`config.mk`:
```
export PLATFORM = sky130hd
export DESIGN_NAME = bit_ops_and_literal_and_exec
export DESIGN_NICKNAME = d
export VERILOG_FILES = /design/src/logic/bit_ops_pkg.sv /design/src/logic/bit_ops_and_literal_and_exec.sv /design/src/logic/bit_select.sv
export VERILOG_INCLUDE_DIRS = /design/src /design/src/logic
export SDC_FILE = /design/constraint.sdc
export NUM_CORES = 1
export LEC_CHECK = 0
export BUFFER_PORTS_ARGS = -buffer_cell sky130_fd_sc_hd__buf_2
export CAP_MARGIN = 25
export CELL_PAD_IN_SITES_DETAIL_PLACEMENT = 1
export CELL_PAD_IN_SITES_GLOBAL_PLACEMENT = 1
export CORE_ASPECT_RATIO = 1.4
export CORE_MARGIN = 2
export CORE_UTILIZATION = 57
export CTS_BUF_LIST = sky130_fd_sc_hd__clkbuf_16
export DETAILED_ROUTE_END_ITERATION = 8
export GPL_TIMING_DRIVEN = 1
export HOLD_SLACK_MARGIN = 0.12
export PLACE_DENSITY_LB_ADDON = 0.2
export SLEW_MARGIN = 20
export SYNTH_ARGS = -nofsm -noshare
export SYNTH_HDL_FRONTEND = slang
export SYNTH_SLANG_ARGS = --single-unit
export TNS_END_PERCENT = 5
```
`constraint.sdc`:
```
create_clock -name sys_clk_i -period 4.5 [get_ports sys_clk_i]
set_input_delay 0.45 -clock sys_clk_i [delete_from_list [all_inputs] [get_ports sys_clk_i]]
set_output_delay 0.45 -clock sys_clk_i [all_outputs]
set_load 0.02 [all_outputs]
```
`src/logic/bit_ops_map.svh`:
```
`ifndef BIT_OPS_MAP_SVH
`define BIT_OPS_MAP_SVH

// instruction word layout
`define INSTR_W 12
`define OPC_HI 11
`define OPC_LO 8
`define LIT_HI 7
`define LIT_LO 0
`define BIT_HI 7
`define BIT_LO 5
`define FILE_HI 4
`define FILE_LO 0

// top-nibble opcode patterns
`define OPC_AND_LIT 4'hE
`define OPC_BIT_CLR 4'h4
`define OPC_BIT_SET 4'h5
`define OPC_SKIP_ZERO 4'h6
`define OPC_SKIP_ONE 4'h7

// storage sizes and reset values
`define FILE_COUNT 32
// all ones is the identity of the AND, so the first literal loads itself
`define ACC_RST 8'hFF
`define ZERO_RST 1'h0
`define FILE_RST 8'h00

// cycle counts of a bit-test-and-skip
`define SKIP_CYCLES_NOT_TAKEN 1
`define SKIP_CYCLES_TAKEN 2

`endif

```
`src/logic/bit_ops_pkg.sv`:
```
`default_nettype none
package bit_ops_pkg;
   // one data byte of the accumulator or a file register
   typedef logic [7:0] byte_t;
   // five-bit file register index
   typedef logic [4:0] file_idx_t;
   // three-bit bit position
   typedef logic [2:0] bit_idx_t;
   // decoded instruction class
   typedef enum logic [2:0] {
      OP_NONE,
      OP_AND_LIT,
      OP_BIT_CLR,
      OP_BIT_SET,
      OP_SKIP_ONE,
      OP_SKIP_ZERO
   } op_kind_t;
   // execution state: normal run or discarding the prefetched word
   typedef enum logic {
      EXEC_RUN,
      EXEC_FLUSH
   } exec_state_t;
endpackage : bit_ops_pkg
`default_nettype wire

```
`src/logic/bit_ops_and_literal_and_exec.sv`:
```
// Operation
// - top nibble 1110 ANDs literal into accumulator
// - result to accumulator, zero flag updated, one cycle
// - 0101 sets selected bit of file register
// - 0111 tests bit, skips next when one
// - taken skip-if-one discards prefetched word as no-op
// - test-and-skip takes one cycle, two when taken
// - 0110 tests bit, skips next when zero
// - taken skip-if-zero discards prefetched word, extra cycle
// - low five bits file, next three bit
`timescale 1ns/10ps
`default_nettype none
`include "bit_ops_map.svh"
module bit_ops_and_literal_and_exec
   import bit_ops_pkg::*;
(
   input wire logic sys_clk_i, // core clock, 250 MHz
   input wire logic rst_i, // synchronous reset, active high
   input wire logic [`INSTR_W-1:0] instr_i, // fetched instruction word
   input wire logic instr_valid_i, // instruction word present this cycle
   input wire file_idx_t rd_addr_i, // file register read-back index
   output byte_t acc_o, // working accumulator
   output logic zero_o, // zero flag
   output byte_t rd_data_o, // file register read-back data
   output logic retired_o, // pulse: a handled instruction executed
   output logic discard_o, // pulse: prefetched word replaced by no-op
   output logic skip_taken_o, // pulse: a test-and-skip succeeded
   output logic unhandled_o // pulse: word outside this block's set
);

   // opcode classification; every word in a single program word
   function automatic op_kind_t decode_op(input logic [`INSTR_W-1:0] word);
      logic [3:0] opc;
      opc = word[`OPC_HI:`OPC_LO];
      unique case (opc)
         `OPC_AND_LIT: decode_op = OP_AND_LIT;
         `OPC_BIT_CLR: decode_op = OP_BIT_CLR;
         `OPC_BIT_SET: decode_op = OP_BIT_SET;
         `OPC_SKIP_ONE: decode_op = OP_SKIP_ONE;
         `OPC_SKIP_ZERO: decode_op = OP_SKIP_ZERO;
         default: decode_op = OP_NONE; // other opcodes belong elsewhere
      endcase
   endfunction : decode_op

   // architectural state
   byte_t acc; // working accumulator
   logic zero; // zero flag, the only status flag held here
   byte_t file_q [`FILE_COUNT]; // file registers as flip-flops
   exec_state_t state; // run or discard the next word
   exec_state_t next_state; // state for the next cycle

   // decoded fields of the current word
   op_kind_t kind; // class of the current word
   byte_t lit; // eight-bit literal
   bit_idx_t bit_idx; // selected bit position
   file_idx_t file_idx; // selected file register
   byte_t file_rd; // contents of the selected file register
   logic sel_bit; // value of the selected bit
   byte_t set_val; // file byte with bit set
   byte_t clr_val; // file byte with bit cleared

   // qualified actions
   logic execute; // a word is executed this cycle
   logic flush; // a word is being thrown away this cycle
   logic is_bit_op; // set, clear or test class
   logic test_hit; // a test-and-skip condition holds
   logic file_we; // file register write this cycle
   byte_t file_wdata; // byte written back
   byte_t and_res; // accumulator AND literal
   logic and_we; // accumulator write this cycle

   // field extraction
   assign kind = decode_op(instr_i);
   assign lit = instr_i[`LIT_HI:`LIT_LO];
   assign bit_idx = instr_i[`BIT_HI:`BIT_LO];
   assign file_idx = instr_i[`FILE_HI:`FILE_LO];
   // combinational read of the addressed byte for read-modify-write
   assign file_rd = file_q[file_idx];

   // bit manipulation on the addressed byte
   bit_select u_bit_select (
      .byte_i(file_rd),
      .bit_idx_i(bit_idx),
      .bit_o(sel_bit),
      .set_o(set_val),
      .clr_o(clr_val)
   );

   // a word arriving while discarding is never executed, so the
   // skipped instruction has no side effect at all
   assign execute = instr_valid_i && (state == EXEC_RUN);
   assign flush = instr_valid_i && (state == EXEC_FLUSH);

   // every bit-oriented word this block retires falls in one of these
   assign is_bit_op = (kind == OP_BIT_CLR) || (kind == OP_BIT_SET) ||
                      (kind == OP_SKIP_ONE) || (kind == OP_SKIP_ZERO);

   // skip conditions of both test flavours
   assign test_hit = ((kind == OP_SKIP_ONE) && sel_bit) ||
                     ((kind == OP_SKIP_ZERO) && !sel_bit);

   // a test reads the byte but never writes it back
   // read-modify-write of one file register in a single cycle
   assign file_we = execute && ((kind == OP_BIT_SET) || (kind == OP_BIT_CLR));
   assign file_wdata = (kind == OP_BIT_SET) ? set_val : clr_val;

   // literal AND into the accumulator
   assign and_res = acc & lit;
   assign and_we = execute && (kind == OP_AND_LIT);

   // a taken test discards exactly the next valid word, idle gaps between; an untaken one stays
   // in run, so the next word executes right away
   always_comb
   begin
      next_state = state;
      unique case (state)
         EXEC_RUN:
         begin
            // arm the discard of the already prefetched word
            if (execute && test_hit)
            begin
               next_state = EXEC_FLUSH;
            end
            else
            begin
               next_state = EXEC_RUN; // untaken test or any other word
            end
         end
         EXEC_FLUSH:
         begin
            // the no-op cycle ends once the discarded word has gone by
            if (flush)
            begin
               next_state = EXEC_RUN;
            end
            else
            begin
               next_state = EXEC_FLUSH; // idle gaps keep the discard armed
            end
         end
      endcase
   end

   // execution state register
   always_ff @(posedge sys_clk_i)
   begin
      if (rst_i)
      begin
         state <= EXEC_RUN;
      end
      else
      begin
         state <= next_state;
      end
   end

   // accumulator and zero flag change only on the literal AND; bit
   // instructions never reach this process
   always_ff @(posedge sys_clk_i)
   begin
      if (rst_i)
      begin
         // reset leaves a nonzero accumulator, so the flag starts clear
         acc <= `ACC_RST;
         zero <= `ZERO_RST;
      end
      else if (and_we)
      begin
         acc <= and_res;
         zero <= (and_res == 8'h00);
      end
   end

   // file registers, one write-enabled byte per index; the flag is kept
   // apart from this array so bit instructions cannot touch it
   genvar g;
   generate
      for (g = 0; g < `FILE_COUNT; g = g + 1)
      begin : g_file
         always_ff @(posedge sys_clk_i)
         begin
            if (rst_i)
            begin
               file_q[g] <= `FILE_RST;
            end
            else if (file_we && (file_idx == file_idx_t'(g)))
            begin
               file_q[g] <= file_wdata;
            end
         end
      end
   endgenerate

   // registered outputs; read-back lags the index by one cycle
   always_ff @(posedge sys_clk_i)
   begin
      if (rst_i)
      begin
         rd_data_o <= `FILE_RST;
         retired_o <= 1'b0;
         discard_o <= 1'b0;
         skip_taken_o <= 1'b0;
         unhandled_o <= 1'b0;
      end
      else
      begin
         rd_data_o <= file_q[rd_addr_i];
         // a taken test retires itself; the word it throws away does not
         // each handled word retires in one cycle as a single word
         retired_o <= execute && (is_bit_op || (kind == OP_AND_LIT));
         discard_o <= flush;
         skip_taken_o <= execute && test_hit;
         // words of other units leave no trace beyond this pulse
         unhandled_o <= execute && (kind == OP_NONE);
      end
   end

   // accumulator and flag leave straight from their flip-flops
   assign acc_o = acc;
   assign zero_o = zero;

endmodule : bit_ops_and_literal_and_exec
`default_nettype wire

```
`src/logic/bit_select.sv`:
```
`timescale 1ns/10ps
`default_nettype none
module bit_select
   import bit_ops_pkg::*;
(
   input wire byte_t byte_i, // byte read from the file register
   input wire bit_idx_t bit_idx_i, // bit position to act on
   output logic bit_o, // selected bit value
   output byte_t set_o, // byte with selected bit forced to one
   output byte_t clr_o // byte with selected bit forced to zero
);
   // one-hot mask of the selected bit
   byte_t mask;

   // one decoder per bit position
   genvar i;
   generate
      for (i = 0; i < 8; i = i + 1)
      begin : g_mask
         assign mask[i] = (bit_idx_i == bit_idx_t'(i));
      end
   endgenerate

   // only the masked bit changes, every other bit passes through
   assign set_o = byte_i | mask;
   assign clr_o = byte_i & ~mask;
   assign bit_o = |(byte_i & mask);
endmodule : bit_select
`default_nettype wire

```
==> results.toml, run 1 <==
[outcome]
outcome = "finished clean"

[final_layout]
fin_area_um2 = 15800
fin_nets = 1079
synthToLayoutAreaGrowth_pct = 9.25
n_antenna_cell = 0
drive_gt1_share_pct = 22.5
final_core_util_pct = 63.6

[detailed_routing]
detail-route-antenna-nets = 0
drc = 0
wl_um = 44000
drt-initial-drc-count = 1077
firstDrtPassIters = 5
wire_per_inst_um = 31.6
vias = 9816
viasPerCell = 7.04

[yosys]
syn_nets = 1074
syn-cell-area_um2 = 14400
yosys.area.top_type = "edfxtp_1"
synth_top_flop_cell = "edfxtp_1"
synth_most_common_cell = "nor2_1"
yosysWarnings = 0
synth_seq_cells = 278
yosys.area.top_type_share_pct = 53.3
synth_common_cells = "nor2_1, edfxtp_1, mux4_2, mux2i_1, nand2_1"
async_reset_ff_share_pct = 0
synthCells = 1054
ys_top_cells_by_area = "edfxtp_1, mux4_2, nor2_1, mux2i_1, dfxtp_1"
synth_edf_count = 256
syn_avg_cell_area_um2 = 13.7
synth.distinct_cells = 54
ys_seq_area_share_pct = 56.3

[pwr]
cellPowerDensity_nw_per_um2 = 377
vdd_ir_drop_max_mv = 0.404
p_leak_nw = 5.77

[timing]
max_slew_margin_pct = 40.6
fin_hold_ws_ns = 0.148
tightestPinTransition_ns = 0.879
hold_viol = 0
rsz0062_at_grt = "false"
final.setup.worst_slack_ns = 1.23
drv_slew = 0
skew_ns = 0.0152
fmax_ghz = 0.306
final.setup.tns_ns = 0
period_minus_slack_ns = 3.27
period_share_pct = 72.6
setup_viol = 0

[worst_setup_path]
critPathKind = "primary input to register"
r2r_cells = 8
endpoint_kind = "register"
crit_path_cell_trace = "buf_4 -> buf_12 -> or3b_2 -> o22ai_1 -> nor3_1 -> a32oi_1 -> nand2_1 -> o21a_1 -> buf_4 -> nor2_1"
critPathLaunchType = "primary input"
crit_slowest_cell = "or3b_2"
rr_startpoint = "state"
cp_slowest_stage_delay_ns = 0.65
rrSetupSlack_ns = 1.27
required_ns = 4.88
rr_endpoint = "file_q[17][1]"
worst_path_most_repeated_cell = "buf_4"
crit_arrival_ns = 3.65
cp_max_fo = 34

[die]
start_util_pct = 58.3
die_x_um = 138
coreArea_um2 = 24800
fp.dieH_um = 192
die-area_um2 = 26600
num_rows = 68
io_pins = 41

[global_routing]
grt_start_max_net_pins = 43
grt_pass1_wl_um = 66600
grt_overflow = 0
antenna_found_initial = 0
grtUsageTotal_pct = 33.8
grt_pass1_vias = 10200

[clocking]
clock_latency_ns = 0.55
cts_made_buffers = 27
cts_root_buffer = "clkbuf_16"
clk_pin_slew_ns = 0.07
cts_setup_buffers = 0
cts_resized = 0
cts.sinks = 278
cts_htree_levels = 1
clock_path_buffers = 3
cts_tree = "built"
holdBufCountCts = 0

[worst_hold_path]
hold_end = "unhandled_o"
hold_path_depth = 2
holdCritPathClass = "primary input to register"
min_from = "instr_i[10]"

[place]
dp_hpwl_um = 31300
dp_slack_ns = 0.693
portBuffers = 40
dpl_cell_area_um2 = 14900
place.gp.congestion = 0.918

[flow_run]
max_cap_viol_count = 0
[layout make-up]
class / instances / area (um2)
clock inverter: 23 / 179
clock buffer: 27 / 676
multi-input combinational: 683 / 5900
fill: 2323 / 9000
timing repair buffer: 66 / 473
sequential: 278 / 8130
tap: 315 / 394
inverter: 3 / 11.3
[worst max-delay path: cells and delay by family]
family,cells,cell delay [ns]
AO/OA/AOI/OAI,3,1.00
buffers and inverters,3,1.04
AND/OR/NAND/NOR,4,1.07
[flip-flops by register name, indices dropped and copies added (netlist names)]
| name | cells |
|---|---|
| acc_o | 8 |
| skip_taken_o | 1 |
| retired_o | 1 |
| unhandled_o | 1 |
| state | 1 |
| file_q | 256 |
| zero_o | 1 |
| discard_o | 1 |
| rd_data_o | 8 |
[layer usage]
metal	global-route usage (%)	routed length [um]	vias up
met1	43.2	15500	5075
met4	13.3	2150	0
met3	4.66	3800	123
met2	59.2	22600	577
li1	-	-	4041
met5	0	0	-
[cell families (layout without fill, tap and decap cells)]
logic type      after synthesis  after routing  synth area share (%)
simple gates                400            400                  11.7
flops                       278            278                  56.3
buf+inv                      93            119                  3.12
compound gates              107            107                  5.55
mux                         176            176                  23.3
[how the worst max path moves through the flow]
| stage | start | end | slack [ns] | cells past startpoint |
|---|---|---|---|---|
| global route | instr_i[0] | file_q[20][0] | 1.05 | 9 |
| detailed placement | instr_i[0] | file_q[20][0] | 0.69 | 9 |
| floorplan | instr_i[0] | file_q[3][1] | 1.95 | 9 |
| finish | instr_i[0] | file_q[4][3] | 1.23 | 10 |
| CTS | instr_i[0] | file_q[11][5] | 1.25 | 8 |
| global placement | instr_i[0] | file_q[21][0] | 0.83 | 9 |
[layout by cell type (no fill, tap or decap), types with 13 or more instances in the layout]
master       n
nor2_1     286
edfxtp_1   256
mux4_2     120
mux2i_1     46
nand2_1     45
buf_2       37
a21o_1      32
clkbuf_16   27
buf_4       24
dfxtp_1     22
nor3_1      15
nand2b_1    14
o21ai_0     13
[power by group]
part | internal (W) | switching (W) | total, W | leakage [nW]
registers | 0.00290 | 0.0000505 | 0.00295 | 2.82
clock network | 0.00121 | 0.00102 | 0.00224 | 0.427
logic | 0.000275 | 0.000476 | 0.000751 | 2.52
[metrics by stage]
step / instances / total power [W]
final: 1395 / 0.00594
after global routing: 1395 / 0.00607
after CTS: 1394 / 0.00594
after detailed placement: 1344 / 0.00373
after global placement: 1344 / 0.00370
after floorplan: 1054 / 0.00347
Power figures use the tool's default switching activity.
==> inputs of run 2 (changes only) <==
Settings changed: CORE_UTILIZATION 57 to 48.
Clock period 4.5 ns to 2.74 ns, I/O delays scaled along.
==> results.toml, run 2 (same netlist as run 1, synthesis figures left out) <==
[detailed_routing]
vias = 9946
drc = 0
drt-initial-drc-count = 831
wire_per_inst_um = 31.0
viasPerCell = 6.45
wl_um = 47800
firstDrtPassIters = 5
detail-route-antenna-nets = 0

[worst_setup_path]
critPathLaunchType = "register"
rr_endpoint = "file_q[22][5]"
cp_max_fo = 24
rrSetupSlack_ns = 0.13
r2r_cells = 8
cp_slowest_stage_delay_ns = 0.61
rr_startpoint = "file_q[9][5]"
critPathKind = "register to register"
crit_buf_inv = 2
crit_arrival_ns = 2.91
crit_slowest_cell = "mux4_1"
crit_path_cell_trace = "mux4_1 -> a22o_1 -> a211oi_2 -> a211oi_1 -> buf_4 -> a31oi_4 -> buf_12 -> nor2_1"
required_ns = 3.04
endpoint_kind = "register"
path_delay_family = "compound AO/OA/AOI/OAI gates"

[clocking]
cts_root_buffer = "clkbuf_16"
cts.sinks = 278
clk_pin_slew_ns = 0.06
cts_made_buffers = 28
clock_path_buffers = 3
clock_latency_ns = 0.57
cts_setup_buffers = 0
cts_htree_levels = 1
cts_tree = "built"

[pwr]
power.total_w = 0.0102
p_switching_w = 0.00256
pwr-share-seq_pct = 47.5
cellPowerDensity_nw_per_um2 = 610
p_leak_nw = 6.27
internal_power_w = 0.00763
swShare_pct = 25.1
clockPowerShare_pct = 38.3
vdd_ir_drop_max_mv = 0.490
combPwrFrac_pct = 14.2

[global_routing]
grt_pass1_wl_um = 70200
antenna_found_initial = 0
grtUsageTotal_pct = 31.2
grt_start_max_net_pins = 33
grt_pass1_vias = 10600
grt_overflow = 0

[die]
die_x_um = 151
coreArea_um2 = 29700
num_rows = 75
fp.dieH_um = 209
start_util_pct = 48.5
die-area_um2 = 31500
io_pins = 41

[place]
portBuffers = 40
dpl_cell_area_um2 = 15700
dp_hpwl_um = 34700
place.gp.congestion = 0.898
dp_slack_ns = -0.202
place_inst = 1487

[final_layout]
final_cells = 1541
final_common_cell = "nor2_1"
fin_area_um2 = 16700
final_core_util_pct = 56.2
n_antenna_cell = 0
largest_register_ffs = 256
fin_nets = 1157
max_flop_register = "file_q"
synthToLayoutAreaGrowth_pct = 15.8
nFillCells = 2912
final_cell_mix = "nor2_1, edfxtp_1, mux4_2"
drive_gt1_share_pct = 26.9

[timing]
drv_slew = 0
period_share_pct = 95.1
rsz0062_at_grt = "false"
period_minus_slack_ns = 2.61
setup_viol = 0
final.setup.worst_slack_ns = 0.135
skew_ns = 0.0178
hold_viol = 0
tightestPinTransition_ns = 1.03
max_slew_margin_pct = 30.9
fmax_ghz = 0.384

[flow_run]
max_cap_viol_count = 0

[worst_hold_path]
holdCritPathClass = "primary input to register"
min_from = "instr_i[5]"
hold_path_depth = 3
hold_end = "acc_o[5]"

[outcome]
outcome = "finished clean"
## run 2: cell count changes in the layout (fill, tap and decap cells not counted), sizes merged, moves of 2 or more
cell         previous run  this run
clkbuf                 27        29
bufinv                  2         4
clkinvlp                4         0
buf                    66       138
dlygate4sd3             0         5
clkinv                 11         9
## run 2: power groups by stage
stage / clock network, W / registers [W] / logic [W]
after global routing: 0.00409 / 0.00486 / 0.00150
after detailed placement: 0 / 0.00493 / 0.00142
after floorplan: 0 / 0.00491 / 0.000781
final: 0.00390 / 0.00484 / 0.00144
after CTS: 0.00395 / 0.00484 / 0.00144
after global placement: 0 / 0.00491 / 0.00140
## run 2: worst max path at each step
stage | from | to | slack, ns | cells after the start
detailed placement | instr_i[0] | file_q[9][5] | -0.20 | 10
CTS | file_q[9][5] | file_q[22][5] | 0.15 | 8
finish | file_q[9][5] | file_q[22][5] | 0.13 | 8
global route | file_q[22][6] | file_q[16][6] | 0.04 | 7
floorplan | instr_i[0] | file_q[3][1] | 0.37 | 9
global placement | instr_i[0] | state | -0.14 | 10
## run 2: through the flow
stage               TNS [ns]  hold WS [ns]
floorplan                  0         0.380
global placement      -14.35         0.467
detailed placement    -22.95         0.476
CTS                        0         0.130
global route               0         0.157
finish                     0         0.141
## run 2: timing repair
item,4_1_cts,5_1_grt
resized for setup,0,1
endpoints found under the hold margin,5,0
hold buffers,5,0
endpoints found under the setup margin,0,12
## run 2: cell type report
| cell class | instances | area (um2) | area share [%] |
|---|---|---|---|
| Clock buffer | 29 | 726 | 4.34 |
| Tap cell | 385 | 482 | 2.88 |
| Timing Repair Buffer | 143 | 1240 | 7.45 |
| Sequential cell | 278 | 8130 | 48.7 |
| Inverter | 3 | 11.3 | 0.0674 |
| Clock inverter | 20 | 188 | 1.12 |
| Multi-Input combinational cell | 683 | 5930 | 35.5 |
## run 2: worst min-delay path: stages
cell,delay [ns]
buf_2,0.20
o21ai_0,0.12
nand2b_1,0.07
## run 2: routing by layer
layer | GRT usage, % | up-vias | part of all wire [%]
li1 | - | 4190 | -
met4 | 18.4 | 0 | 6.9
met2 | 53.7 | 455 | 51
met3 | 4.04 | 129 | 6.1
met1 | 37.2 | 5172 | 36
met5 | 0 | - | 0
==> inputs of run 3 (changes only) <==
Settings changed: CORE_UTILIZATION 48 to 35, HOLD_SLACK_MARGIN 0.12 to 0.06.
==> results.toml, run 3 (same netlist as run 1, synthesis figures left out) <==
[timing]
setup_viol = 0
period_minus_slack_ns = 2.56
drv_slew = 0
tightestPinTransition_ns = 0.671
skew_ns = 0.0124
final.setup.worst_slack_ns = 0.180
rsz0062_at_grt = "false"
max_slew_margin_pct = 54.9
fin_hold_ws_ns = 0.0888
fmax_ghz = 0.391
hold_viol = 0
period_share_pct = 93.4

[final_layout]
synthToLayoutAreaGrowth_pct = 17.6
final_cells = 1714
final_common_cell = "nor2_1"
largest_register_ffs = 256
max_flop_register = "file_q"
fin_nets = 1175
drive_gt1_share_pct = 27.9
final_cell_mix = "nor2_1, edfxtp_1, mux4_2"
n_antenna_cell = 0

[die]
coreArea_um2 = 41000
die-area_um2 = 42900
fp.dieH_um = 244
die_x_um = 176
start_util_pct = 35.2
num_rows = 88
io_pins = 41

[detailed_routing]
met3WireLength_um = 1380
wire_per_inst_um = 29.0
vias = 9724
detail-route-antenna-nets = 0
wl_met1_um = 18200
wl_um = 49600
drt-initial-drc-count = 724
firstDrtPassIters = 4
viasPerCell = 5.67
dr_wl_met2_um = 27600
top_layer = "met4"
drc = 0

[global_routing]
grt_pass1_vias = 10500
grt_pass1_wl_um = 72700
grt_start_max_net_pins = 35
antenna_found_initial = 0
grt_overflow = 0
grtUsageTotal_pct = 23.5

[clocking]
cts_htree_levels = 1
cts_setup_buffers = 0
cts_root_buffer = "clkbuf_16"
clk_pin_slew_ns = 0.07
cts.sinks = 278
clock_path_buffers = 3
cts_made_buffers = 29
cts_tree = "built"
clock_latency_ns = 0.57

[pwr]
combPwrFrac_pct = 14.9
power.total_w = 0.00991
p_switching_w = 0.00263
pwr-share-seq_pct = 48.9
p_leak_nw = 6.31
vdd_ir_drop_max_mv = 0.477
clockPowerShare_pct = 36.3
internal_power_w = 0.00728
cellPowerDensity_nw_per_um2 = 584
swShare_pct = 26.5

[worst_setup_path]
crit_path_cell_trace = "mux4_2 -> a22o_1 -> a211oi_1 -> buf_4 -> nor3_1 -> a21oi_4 -> buf_12 -> nor2_1"
cp_slowest_stage_delay_ns = 0.54
critPathLaunchType = "register"
critPathKind = "register to register"
required_ns = 3.05
rr_endpoint = "file_q[17][6]"
r2r_cells = 8
crit_arrival_ns = 2.87
crit_slowest_cell = "mux4_2"
cp_max_fo = 16
endpoint_kind = "register"
rr_startpoint = "file_q[20][6]"
rrSetupSlack_ns = 0.18

[outcome]
outcome = "finished clean"

[place]
portBuffers = 40
place.gp.congestion = 0.843
dp_slack_ns = -0.253
place_inst = 1660
dp_hpwl_um = 36700

[worst_hold_path]
hold_path_depth = 3
min_from = "instr_i[6]"
holdCritPathClass = "primary input to register"
hold_end = "acc_o[6]"

[flow_run]
max_cap_viol_count = 0
run 3: changes by cell type in the layout (fill, tap and decap cells not counted):
cell and change:
buf_12 +3, buf_4 +15, bufinv_16 -4, clkinv_1 +4, clkinv_2 +2, clkinv_4 -1
clkinvlp_4 +2, dlygate4sd3_1 -1, inv_1 -2, nor4b_1 +1, nor4b_2 -1
run 3: worst max-delay path: cells and delay by family, from the launching register on:
family | cells | cell delay, ns
AOI/OAI and AO/OA | 3 | 0.82
muxes | 1 | 0.54
DFF | 1 | 0.40
buffers and inverters | 2 | 0.40
and+or+nand+nor | 2 | 0.13
run 3: what timing repair did:
action | 4_1_cts | 5_1_grt
hold buffers | 4 | 0
endpoints found under the hold margin | 5 | 0
setup endpoints to repair | 0 | 0
gates resized for setup | 0 | 0
run 3: per-layer routing:
layer | up-vias | global-route usage, %
li1 | 4230 | -
met1 | 5203 | 26.1
met2 | 215 | 45.2
met3 | 76 | 1.94
met4 | 0 | 10.8
met5 | - | 0
run 3: layout make-up:
type,instances,area (um2)
multi-input cells,683,5920
repair buffers,160,1410
well taps,540,676
clock inverters,21,91.3
inverters,3,11.3
flip-flops and latches,278,8130
fillers,4226,24000
clock buffers,29,726
run 3: metrics by stage:
step                setup TNS (ns)  area [um2]  util (%)
global route                     0       17000      41.4
CTS                              0       17000      41.4
global placement            -25.76       16100      39.3
finish                           0       17000      41.4
detailed placement          -28.79       16100      39.3
floorplan                        0       14400         -
run 3: worst max path at each step:
stage	from	endpoint	slack, ns	depth (start not counted)
finish	file_q[20][6]	file_q[17][6]	0.18	8
global route	file_q[20][6]	file_q[29][6]	0.11	8
CTS	file_q[20][6]	file_q[20][6]	0.14	8
detailed placement	instr_i[0]	file_q[20][6]	-0.25	11
global placement	instr_i[0]	file_q[17][6]	-0.27	11
floorplan	instr_i[0]	file_q[3][1]	0.37	9
run 3: power groups by stage:
stage	sequential (W)	combinational (W)	clock (W)
final	0.00484	0.00147	0.00359
after detailed placement	0.00493	0.00148	0
after global placement	0.00492	0.00147	0
after global routing	0.00486	0.00154	0.00376
after floorplan	0.00491	0.000781	0
after CTS	0.00484	0.00149	0.00364
